## config.mk

```make
export PLATFORM = sky130hd
export DESIGN_NAME = mbs_glue
export DESIGN_NICKNAME = d
export VERILOG_FILES = /design/src/shared/mbs_pkg.sv /design/src/design/mbs_pin_sync.sv /design/src/design/mbs_glue.sv
export SDC_FILE = /design/constraint.sdc
export NUM_CORES = 1
export LEC_CHECK = 0
export BUFFER_PORTS_ARGS = -buffer_cell sky130_fd_sc_hd__buf_4
export CORE_ASPECT_RATIO = 0.8
export CORE_MARGIN = 3
export CORE_UTILIZATION = 56
export CTS_BUF_LIST = sky130_fd_sc_hd__clkbuf_8
export DETAILED_ROUTE_END_ITERATION = 6
export PLACE_DENSITY = 0.81
export SLEW_MARGIN = 20
export SYNTH_ARGS = -nofsm -noshare
export SYNTH_HDL_FRONTEND = slang
export SYNTH_SLANG_ARGS = --single-unit
```

## constraint.sdc

```tcl
create_clock -name clk -period 1.8 [get_ports clk]
set_input_delay 0.36 -clock clk [delete_from_list [all_inputs] [get_ports clk]]
set_output_delay 0.36 -clock clk [all_outputs]
set_load 0.05 [all_outputs]
```

## src/shared/mbs_pkg.sv

```systemverilog
/*
  Constants, pin bit positions and state codes for the module boot
  select glue. Assumes a single 40 MHz clock shared by all users.
*/
package mbs_pkg;

  // ------------------------------------------------------------
  // Timing
  // ------------------------------------------------------------
  localparam int CLK_PERIOD_NS       = 25;
  localparam int RESET_HOLD_NS       = 500;
  // Least time, so round up
  localparam int RESET_HOLD_CYCLES   =
    (RESET_HOLD_NS + CLK_PERIOD_NS - 1) / CLK_PERIOD_NS;
  // Flushed filter shows a held strap after four edges; catch on the fifth
  localparam int STRAP_SETTLE_CYCLES = 5;

  localparam logic [4:0] RESET_CNT_LOAD  = 5'(RESET_HOLD_CYCLES);
  localparam logic [2:0] SETTLE_CNT_LOAD = 3'(STRAP_SETTLE_CYCLES);

  // ------------------------------------------------------------
  // Synchronised pin vector
  // ------------------------------------------------------------
  localparam int PIN_WIDTH = 9;
  localparam int PIN_MRST  = 0;
  localparam int PIN_WAKE  = 1;
  localparam int PIN_STBY  = 2;
  localparam int PIN_SUSP  = 3;
  localparam int PIN_BOOT  = 4;
  localparam int PIN_ABORT = 5;
  localparam int PIN_DEBUG = 6;
  localparam int PIN_ACT   = 7;
  localparam int PIN_LINK  = 8;
  // Idle levels: requests high, straps at their pulled levels
  localparam logic [8:0] PIN_INIT = 9'h03f;

  // ------------------------------------------------------------
  // Values after reset
  // ------------------------------------------------------------
  localparam logic BOOT_STRAP_RESET  = 1'b1;
  localparam logic DEBUG_STRAP_RESET = 1'b0;

  typedef enum logic [2:0]
  {
    MBS_RUN     = 3'b001,
    MBS_SUSPEND = 3'b010,
    MBS_STANDBY = 3'b100
  } mbs_power_type;

endpackage

```

## src/design/mbs_pin_sync.sv

```systemverilog
/*
  Three-stage synchroniser for a vector of board pins with a two-stage
  agreement filter. Assumes pins are asynchronous to clk.
*/
module mbs_pin_sync
  import mbs_pkg::*;
#(
  parameter int         WIDTH = PIN_WIDTH,
  parameter logic [8:0] INIT  = PIN_INIT
)
(
  input  wire logic             clk,
  input  wire logic             rst,
  input  wire logic [WIDTH-1:0] pin_in,
  output logic      [WIDTH-1:0] pin_level
);

  logic [WIDTH-1:0] stage1;
  logic [WIDTH-1:0] stage2;
  logic [WIDTH-1:0] stage3;
  logic [WIDTH-1:0] next_level;

  // ------------------------------------------------------------
  // Filter
  // ------------------------------------------------------------
  // Take a new level only once stages two and three agree
  assign next_level = (stage2 & stage3) | (pin_level & (stage2 ^ stage3));

  always_ff @(posedge clk)
  begin
    if (rst)
    begin
      stage1    <= INIT[WIDTH-1:0];
      stage2    <= INIT[WIDTH-1:0];
      stage3    <= INIT[WIDTH-1:0];
      pin_level <= INIT[WIDTH-1:0];
    end
    else
    begin
      stage1    <= pin_in;
      stage2    <= stage1;
      stage3    <= stage2;
      pin_level <= next_level;
    end
  end

endmodule

```

## src/design/mbs_glue.sv

```systemverilog
/*
  Board glue of a processor module: boot select steering, wait merge,
  reset fan-out, power requests, area selects and network LEDs.
  Assumes the local bus selects and strobes come from the processor on
  clk; straps, requests and PHY indications are asynchronous pins.
*/
// Function
// - Strap low: boot ROM select follows the area-zero select.
// - Strap high: boot ROM select idle; onboard flash takes area zero.
// - Strap zero means external boot, one onboard; floating means onboard.
// - Master reset low drives the internal reset out to all peripherals.
// - Card ready low pulls the bus wait line low to stretch cycles.
// - Wake request returns Suspend or Standby to Run; also drives IRQ C.
// - Standby request enters power-down with SDRAM self-refresh until wake.
// - Fast peripheral select follows local bus select 4.
// - Slow peripheral select follows local bus select 5.
// - Video area select follows local bus select 3.
// - Select 2 reaches NAND flash, select 1 the memory card.
// - Activity LED low while sending, receiving or colliding.
// - Link LED low while valid link pulses are present.
// - Debug strap low picks background debug, high boundary scan.
// - Script abort strap is readable as a general-purpose input.
// - Write strobe low while valid write data is on the bus.
module mbs_glue
  import mbs_pkg::*;
(
  input  wire logic       clk,
  input  wire logic       rst,
  input  wire logic       local_bus_select_0_n,
  input  wire logic       local_bus_select_1_n,
  input  wire logic       local_bus_select_2_n,
  input  wire logic       local_bus_select_3_n,
  input  wire logic       local_bus_select_4_n,
  input  wire logic       local_bus_select_5_n,
  input  wire logic       transfer_ack_n,
  input  wire logic       card_channel_ready_n,
  input  wire logic       byte_lane_write_1_n,
  input  wire logic       boot_source_strap,
  input  wire logic       script_abort_strap,
  input  wire logic       debug_mode_strap,
  input  wire logic       master_reset_n,
  input  wire logic       wake_request_n,
  input  wire logic       standby_request_n,
  input  wire logic       suspend_request_n,
  input  wire logic       internal_wake,
  input  wire logic       phy_tx_active,
  input  wire logic       phy_rx_active,
  input  wire logic       phy_collision,
  input  wire logic       phy_link_ok,
  output logic            boot_rom_select_n,
  output logic            onboard_flash_select_n,
  output logic            card_area_select_n,
  output logic            nand_flash_select_n,
  output logic            video_area_select_n,
  output logic            fast_area_select_n,
  output logic            slow_area_select_n,
  output logic            bus_cycle_wait_n,
  output logic            io_write_strobe_n,
  output logic            irq_line_c_n,
  output logic            internal_reset_out_n,
  output logic [2:0]      power_state,
  output logic            sdram_self_refresh,
  output logic            net_activity_led_n,
  output logic            net_link_led_n,
  output logic            debug_scan_mode,
  output logic            script_abort_value
);

  function automatic logic falling(input logic prev, input logic cur);
    falling = prev & ~cur;
  endfunction

  logic [8:0]    pin_raw;
  logic [8:0]    pin_level;
  wire logic     mrst_level  = pin_level[PIN_MRST];
  wire logic     wake_level  = pin_level[PIN_WAKE];
  wire logic     stby_level  = pin_level[PIN_STBY];
  wire logic     susp_level  = pin_level[PIN_SUSP];
  wire logic     boot_level  = pin_level[PIN_BOOT];
  wire logic     debug_level = pin_level[PIN_DEBUG];
  logic          boot_onboard;
  logic [2:0]    settle_cnt;
  logic [4:0]    reset_cnt;
  logic          stby_prev;
  logic          susp_prev;
  mbs_power_type state;
  mbs_power_type next_state;

  // ------------------------------------------------------------
  // Pin synchronisers
  // ------------------------------------------------------------
  assign pin_raw = {phy_link_ok,
                    phy_tx_active | phy_rx_active | phy_collision,
                    debug_mode_strap, script_abort_strap, boot_source_strap,
                    suspend_request_n, standby_request_n, wake_request_n,
                    master_reset_n};

  mbs_pin_sync #(.WIDTH(PIN_WIDTH), .INIT(PIN_INIT)) u_pin_sync
  (
    .clk       (clk),
    .rst       (rst),
    .pin_in    (pin_raw),
    .pin_level (pin_level)
  );

  // ------------------------------------------------------------
  // Boot steering
  // ------------------------------------------------------------
  // boot ROM takes area zero on external boot, onboard flash on onboard boot
  assign boot_rom_select_n = boot_onboard ? 1'b1 : local_bus_select_0_n;
  assign onboard_flash_select_n = boot_onboard ? local_bus_select_0_n : 1'b1;

  // strap caught once settled; defaults onboard
  // debug mode caught with the boot strap
  always_ff @(posedge clk)
  begin
    if (rst)
    begin
      settle_cnt      <= SETTLE_CNT_LOAD;
      boot_onboard    <= BOOT_STRAP_RESET;
      debug_scan_mode <= DEBUG_STRAP_RESET;
    end
    else
    begin
      if (settle_cnt != 3'h0)
        settle_cnt <= settle_cnt - 3'h1;
      if (settle_cnt == 3'h1)
      begin
        boot_onboard    <= boot_level;
        debug_scan_mode <= debug_level;
      end
    end
  end

  // ------------------------------------------------------------
  // Area selects and bus strobes
  // ------------------------------------------------------------
  // memory card and NAND flash areas
  assign card_area_select_n  = local_bus_select_1_n;
  assign nand_flash_select_n = local_bus_select_2_n;
  assign video_area_select_n = local_bus_select_3_n;
  assign fast_area_select_n  = local_bus_select_4_n;
  assign slow_area_select_n  = local_bus_select_5_n;
  // card ready stretches the bus cycle
  assign bus_cycle_wait_n    = transfer_ack_n & card_channel_ready_n;
  // lane 1 write enable doubles as write strobe
  assign io_write_strobe_n   = byte_lane_write_1_n;
  // wake pin also reaches IRQ C
  assign irq_line_c_n        = wake_request_n;

  // ------------------------------------------------------------
  // Reset fan-out
  // ------------------------------------------------------------
  // hold peripherals in reset, stretched past release
  always_ff @(posedge clk)
  begin
    if (rst || !mrst_level)
    begin
      reset_cnt            <= RESET_CNT_LOAD;
      internal_reset_out_n <= 1'b0;
    end
    else
    begin
      if (reset_cnt != 5'h0)
        reset_cnt <= reset_cnt - 5'h1;
      internal_reset_out_n <= (reset_cnt == 5'h0);
    end
  end

  // ------------------------------------------------------------
  // Power state
  // ------------------------------------------------------------
  wire logic wake_on   = !wake_level || internal_wake;
  wire logic stby_edge = falling(stby_prev, stby_level);
  wire logic susp_edge = falling(susp_prev, susp_level);

  // Held wake blocks entry so a sleep never swallows a wake
  always_comb
  begin
    next_state = state;
    case (state)
      MBS_RUN:
        if (!wake_on && stby_edge)
          next_state = MBS_STANDBY;
        else if (!wake_on && susp_edge)
          next_state = MBS_SUSPEND;
      MBS_SUSPEND:
        if (wake_on)
          next_state = MBS_RUN;
        else if (stby_edge)
          next_state = MBS_STANDBY;
      MBS_STANDBY:
        if (wake_on)
          next_state = MBS_RUN;
      default:
        next_state = MBS_RUN;
    endcase
  end

  always_ff @(posedge clk)
  begin
    if (rst || !mrst_level)
    begin
      state              <= MBS_RUN;
      sdram_self_refresh <= 1'b0;
    end
    else
    begin
      state              <= next_state;
      sdram_self_refresh <= (next_state == MBS_STANDBY);
    end
  end

  always_ff @(posedge clk)
  begin
    if (rst)
    begin
      stby_prev <= 1'b1;
      susp_prev <= 1'b1;
    end
    else
    begin
      stby_prev <= stby_level;
      susp_prev <= susp_level;
    end
  end

  assign power_state = state;

  // ------------------------------------------------------------
  // Network LEDs and readable strap
  // ------------------------------------------------------------
  // activity and link LEDs and script abort value
  always_ff @(posedge clk)
  begin
    if (rst)
    begin
      net_activity_led_n <= 1'b1;
      net_link_led_n     <= 1'b1;
      script_abort_value <= 1'b1;
    end
    else
    begin
      net_activity_led_n <= !pin_level[PIN_ACT];
      net_link_led_n     <= !pin_level[PIN_LINK];
      script_abort_value <= pin_level[PIN_ABORT];
    end
  end

  logic [4:0] hold_run;

  always_ff @(posedge clk)
  begin
    if (rst || !mrst_level)
      hold_run <= 5'h0;
    else if (hold_run != 5'h1f)
      hold_run <= hold_run + 5'h1;
  end
endmodule

```

==> results of run 1 <==
==> worst max-delay path, cell delays in order, from the launching register on <==
cell and delay (ns):
dfxtp_1 0.33, or2_2 0.29, buf_4 0.19
==> flip-flops by register name (all words and copies together), names as in the netlist <==
name,count
sdram_self_refresh,1
debug_scan_mode,1
net_link_led_n,1
u_pin_sync.stage3,9
u_pin_sync.pin_level,9
u_pin_sync.stage2,9
reset_cnt,5
stby_prev,1
net_activity_led_n,1
power_state,3
internal_reset_out_n,1
script_abort_value,1
settle_cnt,3
boot_onboard,1
susp_prev,1
u_pin_sync.stage1,9
==> cell usage after synthesis (2+ instances only) <==
| library cell | n |
|---|---|
| nor3_1 | 4 |
| o21ai_0 | 2 |
| clkbuf_1 | 4 |
| buf_4 | 7 |
| mux2i_1 | 4 |
| nor2_1 | 12 |
| o32ai_1 | 2 |
| or2_2 | 22 |
| nor2b_1 | 13 |
| xnor2_1 | 4 |
| inv_1 | 5 |
| dfxtp_1 | 56 |
| a21oi_1 | 4 |
| a211o_1 | 7 |
| ha_1 | 14 |
| nand2b_1 | 6 |
| nor3b_1 | 4 |
==> layout by cell type (no fill, tap or decap), drive strengths merged <==
cell type / n
o31ai: 1
xnor2: 4
nor4b: 1
and2: 1
nor4bb: 1
buf: 29
a21oi: 4
a211oi: 2
nor3: 4
nand4b: 1
a211o: 7
inv: 5
dfxtp: 56
o21a: 1
nor4: 1
nor3b: 4
o21ai: 2
clkinvlp: 2
ha: 14
or4b: 1
o32ai: 2
mux2i: 4
nand2: 1
nand2b: 6
nand3b: 1
clkbuf: 6
nor2: 12
nor2b: 13
or2: 22
==> how the worst max path moves through the flow <==
stage | slack, ns | endpoint | cells after the start
3_3_place_gp | 0.46 | reset_cnt[1]$_SDFFE_PP0N_ | 5
3_5_place_dp | 0.37 | power_state[2]$_SDFF_PP0_ | 4
5_1_grt | 0.28 | reset_cnt[1]$_SDFFE_PP0N_ | 5
4_1_cts | 0.31 | boot_rom_select_n | 2
2_1_floorplan | 0.45 | power_state[2]$_SDFF_PP0_ | 4
6_report | 0.33 | boot_rom_select_n | 2
==> power breakdown <==
part           switching [mW]  internal [mW]
clock network           0.379          0.312
logic                   0.133          0.132
registers              0.0501           1.31
==> metrics by stage <==
stage / power [mW] / setup slack (ns)
floorplan: 1.60 / 0.454
global route: 2.43 / 0.276
CTS: 2.34 / 0.312
global placement: 1.63 / 0.465
detailed placement: 1.65 / 0.367
finish: 2.31 / 0.326
==> kinds of logic after synthesis <==
family          after synthesis  share of synthesized area [%]
fa+ha+maj                    14                           8.64
compound gates               19                           7.10
simple gates                 69                           20.6
buf+inv                      18                           4.69
xor+xnor                      4                           1.73
flops                        56                           55.3
mux                           4                           1.98
==> area by class of cell <==
cell class                 instances  area (um^2)  area share, %
multi-input combinational        110          811           35.0
inverter                           5         18.8          0.810
timing repair buffer              29          218           9.40
sequential                        56         1120           48.4
clock buffer                       6         82.6           3.57
clock inverter                     2         15.0          0.648
tap                               40         50.0           2.16
==> metal layers <==
layer  GRT usage, %  share of wire [%]  vias up
li1               -                  -      649
met1           16.7                 42      577
met2           26.1                 51       34
met3           5.71                6.0        8
met4           5.00                1.3        0
met5              0                  0        -
==> results.toml, run 1 <==
[placement]
dpl_cell_area_um2 = 2220
dpl.hpwl_mm = 2.18
dp_cells = 240
globalplace.congestion = 0.859
io_buffers = 29

[clock_network]
tritoncts = "built"
cts_num_sinks = 56
hold_buffers = 0
ctsResizeCount = 0
cts_buffer_depth = 2
root_buffer = "clkbuf_8"
htree_levels = 2
clk_pin_slew_ns = 0.09
post-cts-setup-buffer-count = 0
cts_made_buffers = 5
clk_latency_ns = 0.30

[min_path]
whs_endpoint = "u_pin_sync.stage1[2]$_SDFF_PP1_"
min_path_cells = 2
hold_path_class = "primary input to flop"
hold_path.startpoint = "standby_request_n"

[cells_and_area]
final_core_util_pct = 70.9
design_area_um2 = 2320
nFillCells = 242
area_delta_synth_final_pct = 14.3
final_layout_size_suffix_gt1_share_pct = 29.3
n_antenna_cell = 0
final_cells = 248
fin_nets = 244

[detailed_routing]
routed_via_density = 5.11
wl_per_cell_um = 12.1
vias = 1268
ant_nets = 0
wl_mm = 3.00
initialDrtViolationCount = 65
drc = 0
dr.pass1.iters = 4

[logic_synthesis]
postSynthCellCount = 184
synth-async-reset-ratio_pct = 0
synth_top_area_share_pct = 55.3
syn_area_um2 = 2030
synth_edf_count = 0
seq_area_frac_synth_pct = 55.3
yosysWarnings = 0
synth_area_leader_cell = "dfxtp_1"
yosys-top-cells-area = "dfxtp_1 55%, ha_1 8.6%, or2_2 6.8%"
synth_cell_types = 31
ys_seq_elements = 56
syn-num-nets = 221
synth.avg_cell_area_um2 = 11.0
synthFlopType = "dfxtp_1"

[sta]
layout_min_cycle_time_ns = 1.47
tightest_slew_ns = 0.505
fin_crit_sh_pct = 81.9
rsz0062_at_grt = "false"
worst_hold_slack_ns = 0.233
clock_skew_ns = 0.00306
finalSetupViolations = 0
final_max_slew_viol_count = 0
hold_viol_final = 0
tns_ns = 0
relSlewSlack_pct = 65.9
fmax_mhz = 678

[run]
cap_violations = 0

[critical_path]
r2r_start = "reset_cnt[0]$_SDFFE_PP0N_"
ff2ff_path_depth = 5
crit_required_ns = 1.44
cp.arrival_ns = 1.11
path_class = "flop to output port"
reg2reg_to = "reset_cnt[0]$_SDFFE_PP0N_"
critPathLaunch = "boot_onboard$_SDFFE_PP1P_"
start_kind = "flop"
worst-path-max-fanout = 3
rrSetupSlack_ns = 0.38
worstSetupEndpointType = "output port"

[global_route]
grt_pass1_vias = 1221
grt_usage_pct = 14.9
antenna_found_initial = 0
grt-ovfl-total = 0
grt_first_pass_wirelength_mm = 5.05
grt_max_degree = 50

[power]
power.density_nw_per_um2 = 999
p_leak_nw = 0.950
max-vdd-ir-drop_uv = 623

[floorplanning]
start_util_pct = 62.1
row_count = 18
coreArea_um2 = 3270
dieArea_um2 = 4380
die_h_um = 59.8
ios = 42
die_w_um = 73.3

[status]
status = "completed"
Note: power is estimated with default switching activity, not from simulation.
==> run 2, diff against run 1 <==
- CORE_UTILIZATION: 56 -> 50
- PLACE_DENSITY: 0.81 -> 0.77
- clock period: 1.8 -> 1.3 ns (I/O delays scaled with it)
==> run 2 against run 1 <==
  * Clock-buffer cell count down 1
  * Clock skew is essentially flat
  * Global-route usage fell by 1.6 points
  * Power is 47% higher
  * Setup slack worse by 0.38 ns
  * The flow now finishes with violations (negative setup slack)
  * Routed wire length is 6.6% higher
  * Hold slack worse by 0.091 ns
  * First-iteration DRC count shrank 22%
  * Final area is 6.6% higher
==> results.toml, run 2 (same netlist as run 1, synthesis figures left out) <==
[status]
status = "finished with violations"
violations = "negative setup slack"

[cells_and_area]
fin_nets = 251
area_delta_synth_final_pct = 21.9
nFillCells = 324
final_layout_size_suffix_gt1_share_pct = 38.6
final_common_cell = "dfxtp_1"
design_area_um2 = 2470
final_core_util_pct = 64.1
mostFrequentLayoutCells = "51 x dfxtp_1, 34 x buf_4, 21 x or2_2"
multiInputGateArea_um2 = 866
n_antenna_cell = 0
regArea_um2 = 1130

[sta]
clock_skew_ns = 0.00296
fin_crit_sh_pct = 104
hold_viol_final = 0
fmax_mhz = 740
worst_hold_slack_ns = 0.142
tightest_slew_ns = 0.327
relSlewSlack_pct = 77.9
rsz0062_at_grt = "true"
layout_setup_ws_ns = -0.0507
final_max_slew_viol_count = 0
layout_min_cycle_time_ns = 1.35
finalSetupViolations = 2

[floorplanning]
die_w_um = 77.2
ios = 42
die_h_um = 63.0
coreArea_um2 = 3850
start_util_pct = 52.6
row_count = 20
dieArea_um2 = 4860

[critical_path]
critPathBufInv = 1
rrSetupSlack_ns = -0.05
max_stage_delay_ns = 0.51
start_kind = "flop"
worst-path-max-fanout = 4
worstPathCellList = "inv_2, ha_4, or4b_4, a211oi_2"
worstSetupEndpointType = "flop"
slowest_stage = "or4b_4"
cp.arrival_ns = 1.56
crit_family = "simple AND/OR/NAND/NOR gates"
path_class = "flop to flop"
crit_required_ns = 1.51

[global_route]
grt_usage_pct = 13.3
grt_max_degree = 34
grt-ovfl-total = 0
grt_pass1_vias = 1305
grt_first_pass_wirelength_mm = 5.28
antenna_found_initial = 0

[power]
power_mw = 3.39
power.density_nw_per_um2 = 1370
max-vdd-ir-drop_uv = 905
p_leak_nw = 1.01

[clock_network]
clk_pin_slew_ns = 0.09
cts_buffer_depth = 2
root_buffer = "clkbuf_8"
tritoncts = "built"
clk_latency_ns = 0.30
cts_made_buffers = 5
htree_levels = 2
cts_num_sinks = 56

[detailed_routing]
ant_nets = 0
dr.pass1.iters = 4
vias = 1300
wl_mm = 3.20
initialDrtViolationCount = 51
wl_per_cell_um = 11.9
drc = 0
routed_via_density = 4.81

[run]
cap_violations = 0

[placement]
dpl.hpwl_mm = 2.27
globalplace.congestion = 0.829
dpl_cell_area_um2 = 2280
io_buffers = 29

[min_path]
hold_path_class = "primary input to flop"
## run 2: cell types whose count changed in the layout (fill, tap and decap cells not counted), sizes merged
cell / delta
clkinv: +1
bufinv: +1
buf: +7
clkinvlp: -2
clkbuf: -1
inv: +1
## run 2: layout make-up
type | count | area share (%)
flip-flops and latches | 56 | 45.6
multi-input cells | 110 | 35.1
repair buffers | 36 | 11.4
clock buffers | 5 | 2.79
well taps | 55 | 2.79
clock inverters | 3 | 1.57
inverters | 5 | 0.760
## run 2: timing repair
action                                  4_1_cts  5_1_grt
hold buffers                                  0        0
endpoints found under the setup margin        5        8
gates resized for setup                      10        8
cloned                                        0        0
setup buffers                                 2        0
pin swaps                                     2        1
## run 2: final timing paths
check,startpoint,cells past startpoint,endpoint
worst min register to register,u_pin_sync.stage1[1]$_SDFF_PP1_,1,u_pin_sync.stage2[1]$_SDFF_PP1_
worst min-delay path,master_reset_n,2,u_pin_sync.stage1[0]$_SDFF_PP1_
worst max register to register,reset_cnt[1]$_SDFFE_PP0N_,4,reset_cnt[1]$_SDFFE_PP0N_
worst max-delay path,reset_cnt[1]$_SDFFE_PP0N_,4,reset_cnt[1]$_SDFFE_PP0N_
## run 2: per-layer routing
layer  GRT usage, %  routed length, um  vias up
met1           14.4               1370      592
met3           4.32                137       12
met4           4.67                 72        0
met5              0                  0        -
met2           24.2               1630       29
li1               -                  -      667
## run 2: power breakdown
part           leakage, nW  internal (mW)  total [mW]  switching (mW)
sequential           0.460           1.81        1.88          0.0707
combinational        0.494          0.236       0.444           0.208
clock               0.0593          0.564        1.06           0.499
## run 2: stage by stage
step | setup TNS [ns] | instances | worst slack [ns]
after CTS | -0.0588 | 270 | -0.0588
after global placement | 0 | 260 | 0.0148
after detailed placement | -0.142 | 260 | -0.0557
after floorplan | 0 | 184 | 0.00959
final | -0.0917 | 270 | -0.0507
after global routing | -0.158 | 270 | -0.0691
==> run 3, diff against run 2 <==
- CORE_UTILIZATION: 50 -> 56
- PLACE_DENSITY: 0.77 -> 0.81
- clock period: 1.3 -> 1.5 ns (I/O delays scaled with it)
==> run 3 against run 2 <==
  * The flow now finishes without violations
  * Final area down 3.0%
  * Non-clock buffer count fell by 6
  * First-iteration DRC count shrank 27%
  * Cell count shrank 7.8%
==> results.toml, run 3 (same netlist as run 1, synthesis figures left out) <==
[critical_path]
reg2reg_to = "reset_cnt[1]$_SDFFE_PP0N_"
crit_required_ns = 1.20
ff2ff_path_depth = 5
slowest_stage = "dfxtp_1"
worst-path-max-fanout = 3
rrSetupSlack_ns = 0.09
start_kind = "flop"
worstSetupEndpointType = "output port"
path_class = "flop to output port"
setup.worst_path.end = "boot_rom_select_n"
r2r_start = "reset_cnt[0]$_SDFFE_PP0N_"
cp.arrival_ns = 1.12
max_stage_delay_ns = 0.33
worstPathCellList = "or2_2, buf_4"
critPathLaunch = "boot_onboard$_SDFFE_PP1P_"

[clock_network]
clk_latency_ns = 0.31
tritoncts = "built"
cts_buffer_depth = 2
cts_made_buffers = 5
htree_levels = 2
root_buffer = "clkbuf_8"
cts_num_sinks = 56
hold_buffers = 0
clk_pin_slew_ns = 0.10

[sta]
layout_min_cycle_time_ns = 1.42
hold_viol_final = 0
rsz0062_at_grt = "false"
final_max_slew_viol_count = 0
fmax_mhz = 706
finalSetupViolations = 0
clock_skew_ns = 0.00593
tightest_slew_ns = 0.357
relSlewSlack_pct = 75.9
tns_ns = 0
fin_crit_sh_pct = 94.4

[detailed_routing]
ant_nets = 0
vias = 1265
dr.pass1.iters = 4
drc = 0
routed_via_density = 5.08
wl_per_cell_um = 13.0
wl_mm = 3.23
initialDrtViolationCount = 37

[global_route]
grt_first_pass_wirelength_mm = 5.29
grt_usage_pct = 16.5
grt-ovfl-total = 0
antenna_found_initial = 0
grt_max_degree = 26
grt_pass1_vias = 1290

[cells_and_area]
final_layout_size_suffix_gt1_share_pct = 31.1
final_common_cell = "dfxtp_1"
nFillCells = 230
fin_nets = 245
mostFrequentLayoutCells = "56 x dfxtp_1, 30 x buf_4, 22 x or2_2"
area_delta_synth_final_pct = 18.2
n_antenna_cell = 0

[run]
cap_violations = 0

[placement]
io_buffers = 29
dpl.hpwl_mm = 2.26
globalplace.congestion = 0.845

[status]
status = "completed"

[floorplanning]
die_h_um = 59.8
start_util_pct = 62.1
die_w_um = 73.3
row_count = 18
dieArea_um2 = 4380
coreArea_um2 = 3270
ios = 42

[min_path]
hold_path_class = "primary input to flop"
hold_path.startpoint = "master_reset_n"

[power]
power.density_nw_per_um2 = 1360
power_mw = 3.26
p_leak_nw = 0.989
max-vdd-ir-drop_uv = 976
## run 3: through the flow
step | setup WS [ns] | area (um^2) | cells | hold slack (ns) | utilization (%)
floorplan | 0.154 | 2030 | 184 | 0.370 | -
global placement | 0.163 | 2230 | 241 | 0.381 | 68.2
detailed placement | 0.0731 | 2230 | 241 | 0.388 | 68.2
CTS | 0.0561 | 2380 | 249 | 0.155 | 73.0
global route | 0.00635 | 2400 | 249 | 0.149 | 73.4
finish | 0.0835 | 2400 | 249 | 0.165 | 73.4
## run 3: per-layer routing
layer | wire, um | up-vias | part of all wire (%) | GRT usage, %
met5 | 0 | - | 0 | 0
met4 | 81 | 0 | 2.5 | 9.74
met3 | 193 | 10 | 6.0 | 7.56
met2 | 1590 | 33 | 49 | 27.4
met1 | 1370 | 567 | 42 | 17.1
li1 | - | 655 | - | -
## run 3: cell type report
type	count	area [um^2]	area share, %
sequential	56	1120	46.8
multi-input combinational	110	822	34.3
timing repair buffer	30	225	9.40
clock inverter	3	90.1	3.76
clock buffer	5	68.8	2.87
tap	40	50.0	2.09
inverter	5	18.8	0.783
## run 3: how the worst min path moves through the flow
stage | to | slack [ns] | cells after the start
2_1_floorplan | net_link_led_n$_SDFF_PP1_ | 0.37 | 1
3_3_place_gp | net_activity_led_n$_SDFF_PP1_ | 0.38 | 1
4_1_cts | u_pin_sync.stage1[5]$_SDFF_PP1_ | 0.16 | 2
3_5_place_dp | net_activity_led_n$_SDFF_PP1_ | 0.39 | 1
5_1_grt | u_pin_sync.stage1[2]$_SDFF_PP1_ | 0.15 | 2
6_report | u_pin_sync.stage1[0]$_SDFF_PP1_ | 0.16 | 2
## run 3: power by group
group	switching (mW)	internal, mW
registers	0.0638	1.57
logic	0.165	0.163
clock network	0.470	0.834
total	0.699	2.57
## run 3: critical path, delay by kind of cell (launching register included)
kind / cells / cell delay, ns
buffers and inverters: 1 / 0.19
and+or+nand+nor: 1 / 0.29
DFF: 1 / 0.33
## run 3: what timing repair did
action                                  4_1_cts  5_1_grt
buffers inserted                              0        0
endpoints found under the setup margin        0        3
resized for setup                             0        3
